**config.mk**
```make
export PLATFORM = sky130hd
export DESIGN_NAME = sscr_socket_ctrl
export DESIGN_NICKNAME = d
export VERILOG_FILES = /design/src/rtl/sscr_pkg.sv /design/src/rtl/sscr_socket_ctrl.sv
export VERILOG_INCLUDE_DIRS = /design/src /design/src/rtl
export SDC_FILE = /design/constraint.sdc
export NUM_CORES = 1
export LEC_CHECK = 0
export BUFFER_PORTS_ARGS = -buffer_cell sky130_fd_sc_hd__buf_2
export CAP_MARGIN = 30
export CORE_ASPECT_RATIO = 1.2
export CORE_MARGIN = 2
export CORE_UTILIZATION = 48
export DETAILED_ROUTE_END_ITERATION = 16
export PLACE_DENSITY = 0.85
export SETUP_SLACK_MARGIN = 0.5
export SYNTH_ARGS = -nofsm -noshare
export SYNTH_HDL_FRONTEND = slang
export SYNTH_SLANG_ARGS = --single-unit
```
**constraint.sdc**
```tcl
create_clock -name sys_clk -period 1.8 [get_ports sys_clk]
set_input_delay 0 -clock sys_clk [delete_from_list [all_inputs] [get_ports sys_clk]]
set_output_delay 0 -clock sys_clk [all_outputs]
set_load 0.02 [all_outputs]
```
**src/rtl/sscr_defines.svh**
```systemverilog
/*
  offsets, field positions, reset values and timing counts for the
  socket supply control block.
  assumes: included by bare name from the design file, the bench and the checker.
*/
`ifndef SSCR_DEFINES_SVH
`define SSCR_DEFINES_SVH

// register byte offsets
`define SSCR_SUPPLY_CTRL_OFS 12'h010
`define SSCR_RETEST_OFS 12'h00c
`define SSCR_CARD_TYPE_OFS 12'h014

// supply control field positions
`define SSCR_ZV_ANY_BIT 11
`define SSCR_STD_MODEL_BIT 10
`define SSCR_ZV_EN_BIT 9
`define SSCR_STOP_POL_BIT 7
`define SSCR_VCC_LSB 4
`define SSCR_VPP_LSB 0

// retest bit in the force-event word
`define SSCR_RETEST_BIT 14
// forced card-type bits that disable supply control
`define SSCR_FORCE_TYPE_MSB 13
`define SSCR_FORCE_TYPE_LSB 10

// reset values
`define SSCR_SUPPLY_CTRL_RST 32'h0000_0000

// idle clocks before a clock stop attempt
`define SSCR_IDLE_CLOCKS 8

`endif

```
**src/rtl/sscr_pkg.sv**
```systemverilog
/*
  types for the socket supply control block.
  assumes: sscr_defines.svh is on the include path.
*/
package sscr_pkg;
  // card supply request codes
  typedef enum logic [2:0] {
    SSCR_VCC_OFF = 3'h0,
    SSCR_VCC_RSV1 = 3'h1,
    SSCR_VCC_5V = 3'h2,
    SSCR_VCC_3V3 = 3'h3,
    SSCR_VCC_XX = 3'h4,
    SSCR_VCC_YY = 3'h5,
    SSCR_VCC_RSV6 = 3'h6,
    SSCR_VCC_RSV7 = 3'h7
  } sscr_vcc_e;
  // programming supply request codes
  typedef enum logic [2:0] {
    SSCR_VPP_OFF = 3'h0,
    SSCR_VPP_12V = 3'h1,
    SSCR_VPP_5V = 3'h2,
    SSCR_VPP_3V3 = 3'h3,
    SSCR_VPP_XX = 3'h4,
    SSCR_VPP_YY = 3'h5,
    SSCR_VPP_RSV6 = 3'h6,
    SSCR_VPP_RSV7 = 3'h7
  } sscr_vpp_e;
  // one-hot supply selection, bit order: yy, xx, 3v3, 5v, 12v
  typedef logic [4:0] sscr_rail_t;
  // clock stop decision states
  typedef enum logic [1:0] {
    SSCR_CLK_RUN = 2'b00,
    SSCR_CLK_IDLE = 2'b01,
    SSCR_CLK_STOP = 2'b10
  } sscr_clk_e;
endpackage : sscr_pkg

```
**src/rtl/sscr_socket_ctrl.sv**
```systemverilog
/*
  socket supply control register with an axi4-lite slave, rail gating
  against a cardbus card's accepted voltages, and the clock stop policy.
  assumes: one clock, synchronous active-high reset for the bus, and
  pin-level reset and status inputs that come from outside the domain.
*/
// Chosen here: the AXI4-Lite interface to the registers.
`timescale 1ns/1ns
`include "sscr_defines.svh"

module sscr_socket_ctrl (
  input wire logic sys_clk,
  input wire logic reset,
  // axi4-lite slave
  input wire logic [11:0] s_axi_awaddr,
  input wire logic s_axi_awvalid,
  output logic s_axi_awready,
  input wire logic [31:0] s_axi_wdata,
  input wire logic [3:0] s_axi_wstrb,
  input wire logic s_axi_wvalid,
  output logic s_axi_wready,
  output logic [1:0] s_axi_bresp,
  output logic s_axi_bvalid,
  input wire logic s_axi_bready,
  input wire logic [11:0] s_axi_araddr,
  input wire logic s_axi_arvalid,
  output logic s_axi_arready,
  output logic [31:0] s_axi_rdata,
  output logic [1:0] s_axi_rresp,
  output logic s_axi_rvalid,
  input wire logic s_axi_rready,
  // pins from outside the clock domain
  input wire logic global_reset_input,
  input wire logic host_bus_reset_input,
  input wire logic power_management_wake,
  input wire logic other_socket_video_en,
  input wire logic cardbus_card_present,
  input wire logic [4:0] card_accepted_rails,
  input wire logic socket_busy,
  input wire logic host_clock_stopping,
  // outputs to the power switch, zoomed video and clock logic
  output sscr_pkg::sscr_rail_t card_supply_rail,
  output sscr_pkg::sscr_rail_t programming_supply_rail,
  output logic zoomed_video_enable,
  output logic card_clock_stop_req
);
  import sscr_pkg::*;

  // socket idle count width
  localparam int IDLE_W = 4;
  localparam logic [IDLE_W-1:0] IDLE_MAX = IDLE_W'(`SSCR_IDLE_CLOCKS);

  // supply code to one-hot card rail; reserved codes select none
  function automatic sscr_rail_t vcc_rail(input logic [2:0] code);
    sscr_rail_t r;
    r = 5'h00;
    unique case (sscr_vcc_e'(code))
      SSCR_VCC_5V: r = 5'h02;
      SSCR_VCC_3V3: r = 5'h04;
      SSCR_VCC_XX: r = 5'h08;
      SSCR_VCC_YY: r = 5'h10;
      default: r = 5'h00;
    endcase
    return r;
  endfunction : vcc_rail

  // programming code to one-hot rail; reserved codes select none
  function automatic sscr_rail_t vpp_rail(input logic [2:0] code);
    sscr_rail_t r;
    r = 5'h00;
    unique case (sscr_vpp_e'(code))
      SSCR_VPP_12V: r = 5'h01;
      SSCR_VPP_5V: r = 5'h02;
      SSCR_VPP_3V3: r = 5'h04;
      SSCR_VPP_XX: r = 5'h08;
      SSCR_VPP_YY: r = 5'h10;
      default: r = 5'h00;
    endcase
    return r;
  endfunction : vpp_rail

  // two-stage synchronisers for all pin inputs
  logic [11:0] pin_meta_r; // first stage, read only by second
  logic [11:0] pin_sync_r; // second stage
  wire [11:0] pin_raw = {global_reset_input, host_bus_reset_input,
    power_management_wake, other_socket_video_en, cardbus_card_present,
    card_accepted_rails, socket_busy, host_clock_stopping};

  always_ff @(posedge sys_clk) begin
    pin_meta_r <= pin_raw;
    pin_sync_r <= pin_meta_r;
  end

  // synchronised pin names
  wire global_reset_s = pin_sync_r[11];
  wire host_reset_s = pin_sync_r[10];
  wire wake_s = pin_sync_r[9];
  wire other_zv_s = pin_sync_r[8];
  wire cb_card_s = pin_sync_r[7];
  wire [4:0] accepted_s = pin_sync_r[6:2];
  wire busy_s = pin_sync_r[1];
  wire host_stop_s = pin_sync_r[0];

  // writable fields
  logic zv_en_r; // video enable
  logic stop_pol_r; // clock stop policy
  logic [2:0] vcc_r; // card supply request
  logic [2:0] vpp_r; // programming supply request
  logic power_ctrl_dis_r; // set by a forced card-type write

  // axi channel state
  logic aw_held_r;
  logic w_held_r;
  logic [11:0] awaddr_r;
  logic [31:0] wdata_r;
  logic [3:0] wstrb_r;

  // accept address and data independently, one write at a time
  wire aw_take = s_axi_awvalid && s_axi_awready;
  wire w_take = s_axi_wvalid && s_axi_wready;
  wire aw_have = aw_held_r || aw_take;
  wire w_have = w_held_r || w_take;
  wire [11:0] wr_addr = aw_held_r ? awaddr_r : s_axi_awaddr;
  wire [31:0] wr_data = w_held_r ? wdata_r : s_axi_wdata;
  wire [3:0] wr_strb = w_held_r ? wstrb_r : s_axi_wstrb;
  wire wr_fire = aw_have && w_have && !s_axi_bvalid;
  wire wr_word = wr_addr[11:2] == 10'(`SSCR_SUPPLY_CTRL_OFS >> 2);
  wire wr_retest = wr_addr[11:2] == 10'(`SSCR_RETEST_OFS >> 2);
  wire wr_ok = wr_word || wr_retest;
  wire ctrl_wr = wr_fire && wr_word;
  wire retest_wr = wr_fire && wr_retest;

  // bus reset clears supply requests unless wake holds them
  wire supply_clr = reset ? !wake_s : 1'b0;
  wire supply_rst = global_reset_s || (host_reset_s && !wake_s) ||
    supply_clr;
  wire ctrl_rst = reset || global_reset_s;

  // force-event write: type force disables, retest re-enables
  wire force_type = retest_wr && wr_strb[1] &&
    (|wr_data[`SSCR_FORCE_TYPE_MSB:`SSCR_FORCE_TYPE_LSB]);
  wire retest_hit = retest_wr && wr_strb[1] &&
    wr_data[`SSCR_RETEST_BIT];

  // video and policy fields
  always_ff @(posedge sys_clk) begin
    if (ctrl_rst) begin
      zv_en_r <= 1'b0;
      stop_pol_r <= 1'b0;
    end else if (ctrl_wr) begin
      if (wr_strb[1]) zv_en_r <= wr_data[`SSCR_ZV_EN_BIT];
      if (wr_strb[0]) stop_pol_r <= wr_data[`SSCR_STOP_POL_BIT];
    end
  end

  // supply request fields with their own reset scheme
  always_ff @(posedge sys_clk) begin
    if (supply_rst) begin
      vcc_r <= 3'h0;
      vpp_r <= 3'h0;
    end else if (ctrl_wr && wr_strb[0]) begin
      vcc_r <= wr_data[`SSCR_VCC_LSB+:3];
      vpp_r <= wr_data[`SSCR_VPP_LSB+:3];
    end
  end

  // power control disable; retest wins over a same-cycle force
  always_ff @(posedge sys_clk) begin
    if (ctrl_rst) begin
      power_ctrl_dis_r <= 1'b0;
    end else if (retest_hit) begin
      power_ctrl_dis_r <= 1'b0;
    end else if (force_type) begin
      power_ctrl_dis_r <= 1'b1;
    end
  end

  // rails gated by requests, cardbus card acceptance and power control
  wire [4:0] accept_mask = cb_card_s ? accepted_s : 5'h1f;
  wire rail_allow = !power_ctrl_dis_r;
  wire sscr_rail_t vcc_sel = rail_allow ?
    (vcc_rail(vcc_r) & accept_mask) : 5'h00;
  wire sscr_rail_t vpp_sel = rail_allow ?
    (vpp_rail(vpp_r) & accept_mask) : 5'h00;

  // rail outputs registered
  always_ff @(posedge sys_clk) begin
    if (reset) begin
      card_supply_rail <= 5'h00;
      programming_supply_rail <= 5'h00;
      zoomed_video_enable <= 1'b0;
    end else begin
      card_supply_rail <= vcc_sel;
      programming_supply_rail <= vpp_sel;
      zoomed_video_enable <= zv_en_r;
    end
  end

  // readback word
  wire zv_any = zv_en_r || other_zv_s;
  wire [31:0] ctrl_word = {20'h00000, zv_any, 1'b1, zv_en_r, 1'b0,
    stop_pol_r, vcc_r, 1'b0, vpp_r};

  // idle counter and clock stop policy machine
  sscr_clk_e clk_st_r;
  sscr_clk_e clk_st_nxt;
  logic [IDLE_W-1:0] idle_cnt_r;
  wire idle_done = idle_cnt_r == IDLE_MAX;
  wire host_ok = stop_pol_r || host_stop_s;

  always_ff @(posedge sys_clk) begin
    if (reset || busy_s) begin
      idle_cnt_r <= '0;
    end else if (!idle_done) begin
      idle_cnt_r <= idle_cnt_r + 1'b1;
    end
  end

  // next state for the clock stop decision
  always_comb begin
    clk_st_nxt = clk_st_r;
    unique case (clk_st_r)
      SSCR_CLK_RUN: if (!busy_s) clk_st_nxt = SSCR_CLK_IDLE;
      SSCR_CLK_IDLE: begin
        if (busy_s) clk_st_nxt = SSCR_CLK_RUN;
        else if (idle_done && host_ok) clk_st_nxt = SSCR_CLK_STOP;
      end
      SSCR_CLK_STOP: begin
        if (busy_s || !host_ok) clk_st_nxt = SSCR_CLK_RUN;
      end
      default: clk_st_nxt = SSCR_CLK_RUN;
    endcase
  end

  always_ff @(posedge sys_clk) begin
    if (reset) begin
      clk_st_r <= SSCR_CLK_RUN;
      card_clock_stop_req <= 1'b0;
    end else begin
      clk_st_r <= clk_st_nxt;
      card_clock_stop_req <= clk_st_nxt == SSCR_CLK_STOP;
    end
  end

  // write channel handshake and response
  always_ff @(posedge sys_clk) begin
    if (reset) begin
      aw_held_r <= 1'b0;
      w_held_r <= 1'b0;
      awaddr_r <= 12'h000;
      wdata_r <= 32'h0000_0000;
      wstrb_r <= 4'h0;
      s_axi_bvalid <= 1'b0;
      s_axi_bresp <= 2'h0;
    end else begin
      if (aw_take) awaddr_r <= s_axi_awaddr;
      if (w_take) wdata_r <= s_axi_wdata;
      if (w_take) wstrb_r <= s_axi_wstrb;
      if (wr_fire) begin
        aw_held_r <= 1'b0;
        w_held_r <= 1'b0;
        s_axi_bvalid <= 1'b1;
        s_axi_bresp <= wr_ok ? 2'h0 : 2'h2;
      end else begin
        if (aw_take) aw_held_r <= 1'b1;
        if (w_take) w_held_r <= 1'b1;
        if (s_axi_bvalid && s_axi_bready) s_axi_bvalid <= 1'b0;
      end
    end
  end

  // ready while nothing of that channel is held or answered
  always_ff @(posedge sys_clk) begin
    if (reset) begin
      s_axi_awready <= 1'b0;
      s_axi_wready <= 1'b0;
    end else begin
      s_axi_awready <= !aw_have && !wr_fire && !s_axi_bvalid;
      s_axi_wready <= !w_have && !wr_fire && !s_axi_bvalid;
    end
  end

  // read channel: address taken, data one cycle later
  wire ar_take = s_axi_arvalid && s_axi_arready;
  wire rd_word = s_axi_araddr[11:2] ==
    10'(`SSCR_SUPPLY_CTRL_OFS >> 2);
  wire rd_wo = s_axi_araddr[11:2] == 10'(`SSCR_RETEST_OFS >> 2);

  always_ff @(posedge sys_clk) begin
    if (reset) begin
      s_axi_arready <= 1'b0;
      s_axi_rvalid <= 1'b0;
      s_axi_rdata <= 32'h0000_0000;
      s_axi_rresp <= 2'h0;
    end else begin
      s_axi_arready <= !s_axi_rvalid && !ar_take;
      if (ar_take) begin
        s_axi_rvalid <= 1'b1;
        s_axi_rdata <= rd_word ? ctrl_word : 32'h0000_0000;
        s_axi_rresp <= (rd_word || rd_wo) ? 2'h0 : 2'h2;
      end else if (s_axi_rvalid && s_axi_rready) begin
        s_axi_rvalid <= 1'b0;
      end
    end
  end

  // elaboration check: the idle counter must reach the idle span
  if ((2 ** IDLE_W) <= `SSCR_IDLE_CLOCKS) begin : g_idle_w_chk
    $error("idle counter too narrow");
  end
endmodule : sscr_socket_ctrl

```
==> results.cfg <==
[synthesis]
yosysSeqAreaShare = 0.539
synth_top_area_share = 0.539
netlist_area_um2 = 3490
ys.flop_type = dfxtp_1
synthCells = 359
avgSynthCellArea_um2 = 9.72
ys_types = 50
synth.largest_area_cell = dfxtp_1
synth_edf_count = 0
synth_seq_cells = 94
synth_warnings = 0
async_flop_share = 0
synth_area_leaders = dfxtp_1, nand2_1, buf_4, a21oi_1, mux2_2

[clock_tree]
clock-sinks = 94
htreeDepth = 3
clockRootBuffer = clkbuf_8
path_clk_slew_ns = 0.10
cts_buffers = 9
clock_latency_ns = 0.36
cts_tree = yes
clock_path_buffers = 2

[timing]
layout_setup_ws_ns = 0.176
min_period_over_period = 0.902
skew_ns = 0.0123
relSlewSlack = 0.667
fin_crit_ns = 1.62
rsz0062_at_grt = true
setup_viol = 0
clock.fmax_ghz = 0.616
worst_pin_slew_ns = 0.498
finalSetupTns_ns = 0
finalHoldViolCount = 0
slew_violations = 0

[placed_design]
io_buffers = 81
dp_cells = 519
pre_cts_ws_ns = 0.0621
gp_congestion = 0.785
hpwl_mm = 5.23

[worst_hold_path]
hold_depth = 2
worstHoldStart = reset
min_path_type = input pin to flip-flop

[floorplanning]
rows = 34
die-area_um2 = 7970
die_height_um = 97.4
core_um2 = 7150
start_util = 0.488
ioPinCount = 132
die_x_um = 81.8

[grt]
track_usage = 0.196
grt_max_degree = 34
grt_antenna_before_repair = 0
grt_pass1_vias = 2733
grt_overflow = 0
grt_pass1_wl_mm = 12.0

[final_layout]
fill_cells = 590
diodes = 0
fin_nets = 566
fin_cells = 580
drive_gt1_frac = 0.298
syn2layout_area_growth_pct = 31.7

[drt]
vias_per_cell = 5.04
drtIter0Drc = 80
wl_met1_mm = 3.02
dr.pass1.iters = 4
met3_length_um = 391
drcViolationCount = 0
vias = 2925
met2_length_mm = 4.00
ant_nets = 0
wl_mm = 7.67
wl_per_cell_um = 13.2
top_layer = met4

[flow_run]
maxCapViolCount = 0

[setup_path]
critical_path.endpoint_type = flip-flop
worstPathMaxFanout = 8
r2r_end = vpp_r[2]
cp-startpoint = aw_held_r
cp-start-kind = flip-flop
reg2reg_from = aw_held_r
reg2regPathDepth = 5
crit_type = flip-flop to flip-flop
worstPathArrival_ns = 1.87
endpoint = vpp_r[2]
r2r_slack_ns = 0.18
required_ns = 2.04

[power]
power.total_mw = 4.01
peakVddDrop_mv = 0.662
power_leakage_nw = 1.99
power.density_nw_per_um2 = 873

[run_status]
outcome = complete, no violations
-- area by class of cell --
class,count,area (µm²),share of cell area
clock inverter,7,61.3,0.0133
tap,90,113,0.0245
inverter,4,15.0,0.00327
sequential,94,1890,0.411
multi-input combinational,245,1510,0.328
timing repair buffer,131,885,0.193
clock buffer,9,124,0.0270
-- cells in the final DEF (no fill, tap or decap), types with 2 or more instances in the layout --
master / synthesis / layout
a21oi_1: 33 / 32
a22oi_1: 8 / 8
and4b_1: 4 / 4
and4bb_2: 2 / 2
buf_2: 0 / 81
buf_4: 25 / 9
clkbuf_8: 0 / 9
conb_1: 1 / 25
dfxtp_1: 94 / 90
dfxtp_2: 0 / 3
dlygate4sd3_1: 0 / 40
inv_1: 4 / 2
inv_2: 0 / 2
inv_6: 0 / 3
inv_8: 0 / 2
mux2_2: 9 / 8
mux2i_1: 9 / 9
nand2_1: 62 / 62
nand2b_1: 2 / 2
nand4b_1: 2 / 2
nor2_1: 27 / 26
nor3_1: 8 / 8
nor3b_2: 0 / 2
nor4_1: 5 / 5
nor4b_1: 5 / 5
o21a_1: 2 / 2
o21ai_0: 7 / 7
or2_2: 2 / 2
-- cells by family (layout without fill, tap and decap cells) --
kind of cell / Yosys count / after routing / share of synthesized area
and+or+nand+nor: 134 / 134 / 0.202
DFF: 94 / 94 / 0.539
AOI/OAI and AO/OA: 63 / 63 / 0.112
buffers and inverters: 44 / 151 / 0.0764
muxes: 18 / 18 / 0.0549
xor gates and xnor gates: 3 / 3 / 0.00753
adders and majority gates: 2 / 2 / 0.00717
other: 1 / 25 / 0.00107
-- how the worst min path moves through the flow --
| stage | to | slack, ns |
|---|---|---|
| global route | s_axi_rdata[1] | 0.04 |
| floorplan | pin_meta_r[0] | 0.03 |
| CTS | aw_held_r | 0.01 |
| finish | s_axi_rdata[1] | 0.02 |
| detailed placement | pin_meta_r[0] | 0.10 |
| global placement | pin_meta_r[9] | 0.10 |
-- power by group --
group / internal [mW] / switching, mW / total (mW)
logic: 0.219 / 0.266 / 0.486
registers: 2.16 / 0.0452 / 2.20
clock network: 0.534 / 0.786 / 1.32
-- synthesized netlist by cell type, types with 2 or more instances --
| cell | count |
|---|---|
| or2_2 | 2 |
| clkbuf_1 | 9 |
| mux2_2 | 9 |
| ha_1 | 2 |
| a21oi_1 | 33 |
| a211oi_1 | 2 |
| and4b_1 | 4 |
| nand2b_1 | 2 |
| mux2i_1 | 9 |
| o21ai_0 | 7 |
| nand4b_1 | 2 |
| nor3_1 | 8 |
| nor2_1 | 27 |
| inv_1 | 4 |
| nor3b_1 | 2 |
| buf_1 | 5 |
| dfxtp_1 | 94 |
| nand2_1 | 62 |
| xnor2_1 | 2 |
| o21a_1 | 2 |
| a22oi_1 | 8 |
| a2bb2oi_1 | 2 |
| and2_1 | 2 |
| buf_4 | 25 |
| nor4b_1 | 5 |
| nor4_1 | 5 |
| and4bb_2 | 2 |
-- sequential cells by signal, indices dropped and copies added, names as in the netlist, 2 cells and up --
| name | flops |
|---|---|
| programming_supply_rail | 5 |
| card_supply_rail | 4 |
| wdata_r | 13 |
| idle_cnt_r | 4 |
| pin_meta_r | 12 |
| wstrb_r | 2 |
| clk_st_r | 2 |
| vcc_r | 3 |
| awaddr_r | 10 |
| pin_sync_r | 12 |
| s_axi_rdata | 10 |
| vpp_r | 3 |
-- worst max-delay path: stages (launching register included) --
cell and delay (ns):
dfxtp_4 0.39, or4b_4 0.48, o41ai_4 0.10, nand4_4 0.27, mux2i_1 0.22, nor2_1 0.05
-- per-layer routing --
metal / vias to the layer above / track usage
met1: 1351 / 0.221
met3: 21 / 0.0409
met4: 0 / 0.104
li1: 1443 / -
met5: - / 0
met2: 110 / 0.336
-- timing repair --
action	CTS	global route
resized for setup	5	7
pin swaps	4	3
endpoints found under the setup margin	14	21
hold endpoints to repair	41	0
hold buffers	40	0
setup buffers	4	1
-- stage by stage --
step                       util  area (µm²)  hold slack [ns]
after floorplan               -        3630           0.0277
after global placement    0.550        3930            0.103
after detailed placement  0.550        3930            0.104
after CTS                 0.638        4560           0.0119
after global routing      0.643        4590           0.0350
final                     0.643        4590           0.0236
No activity file was read; power rests on OpenSTA's default activity.
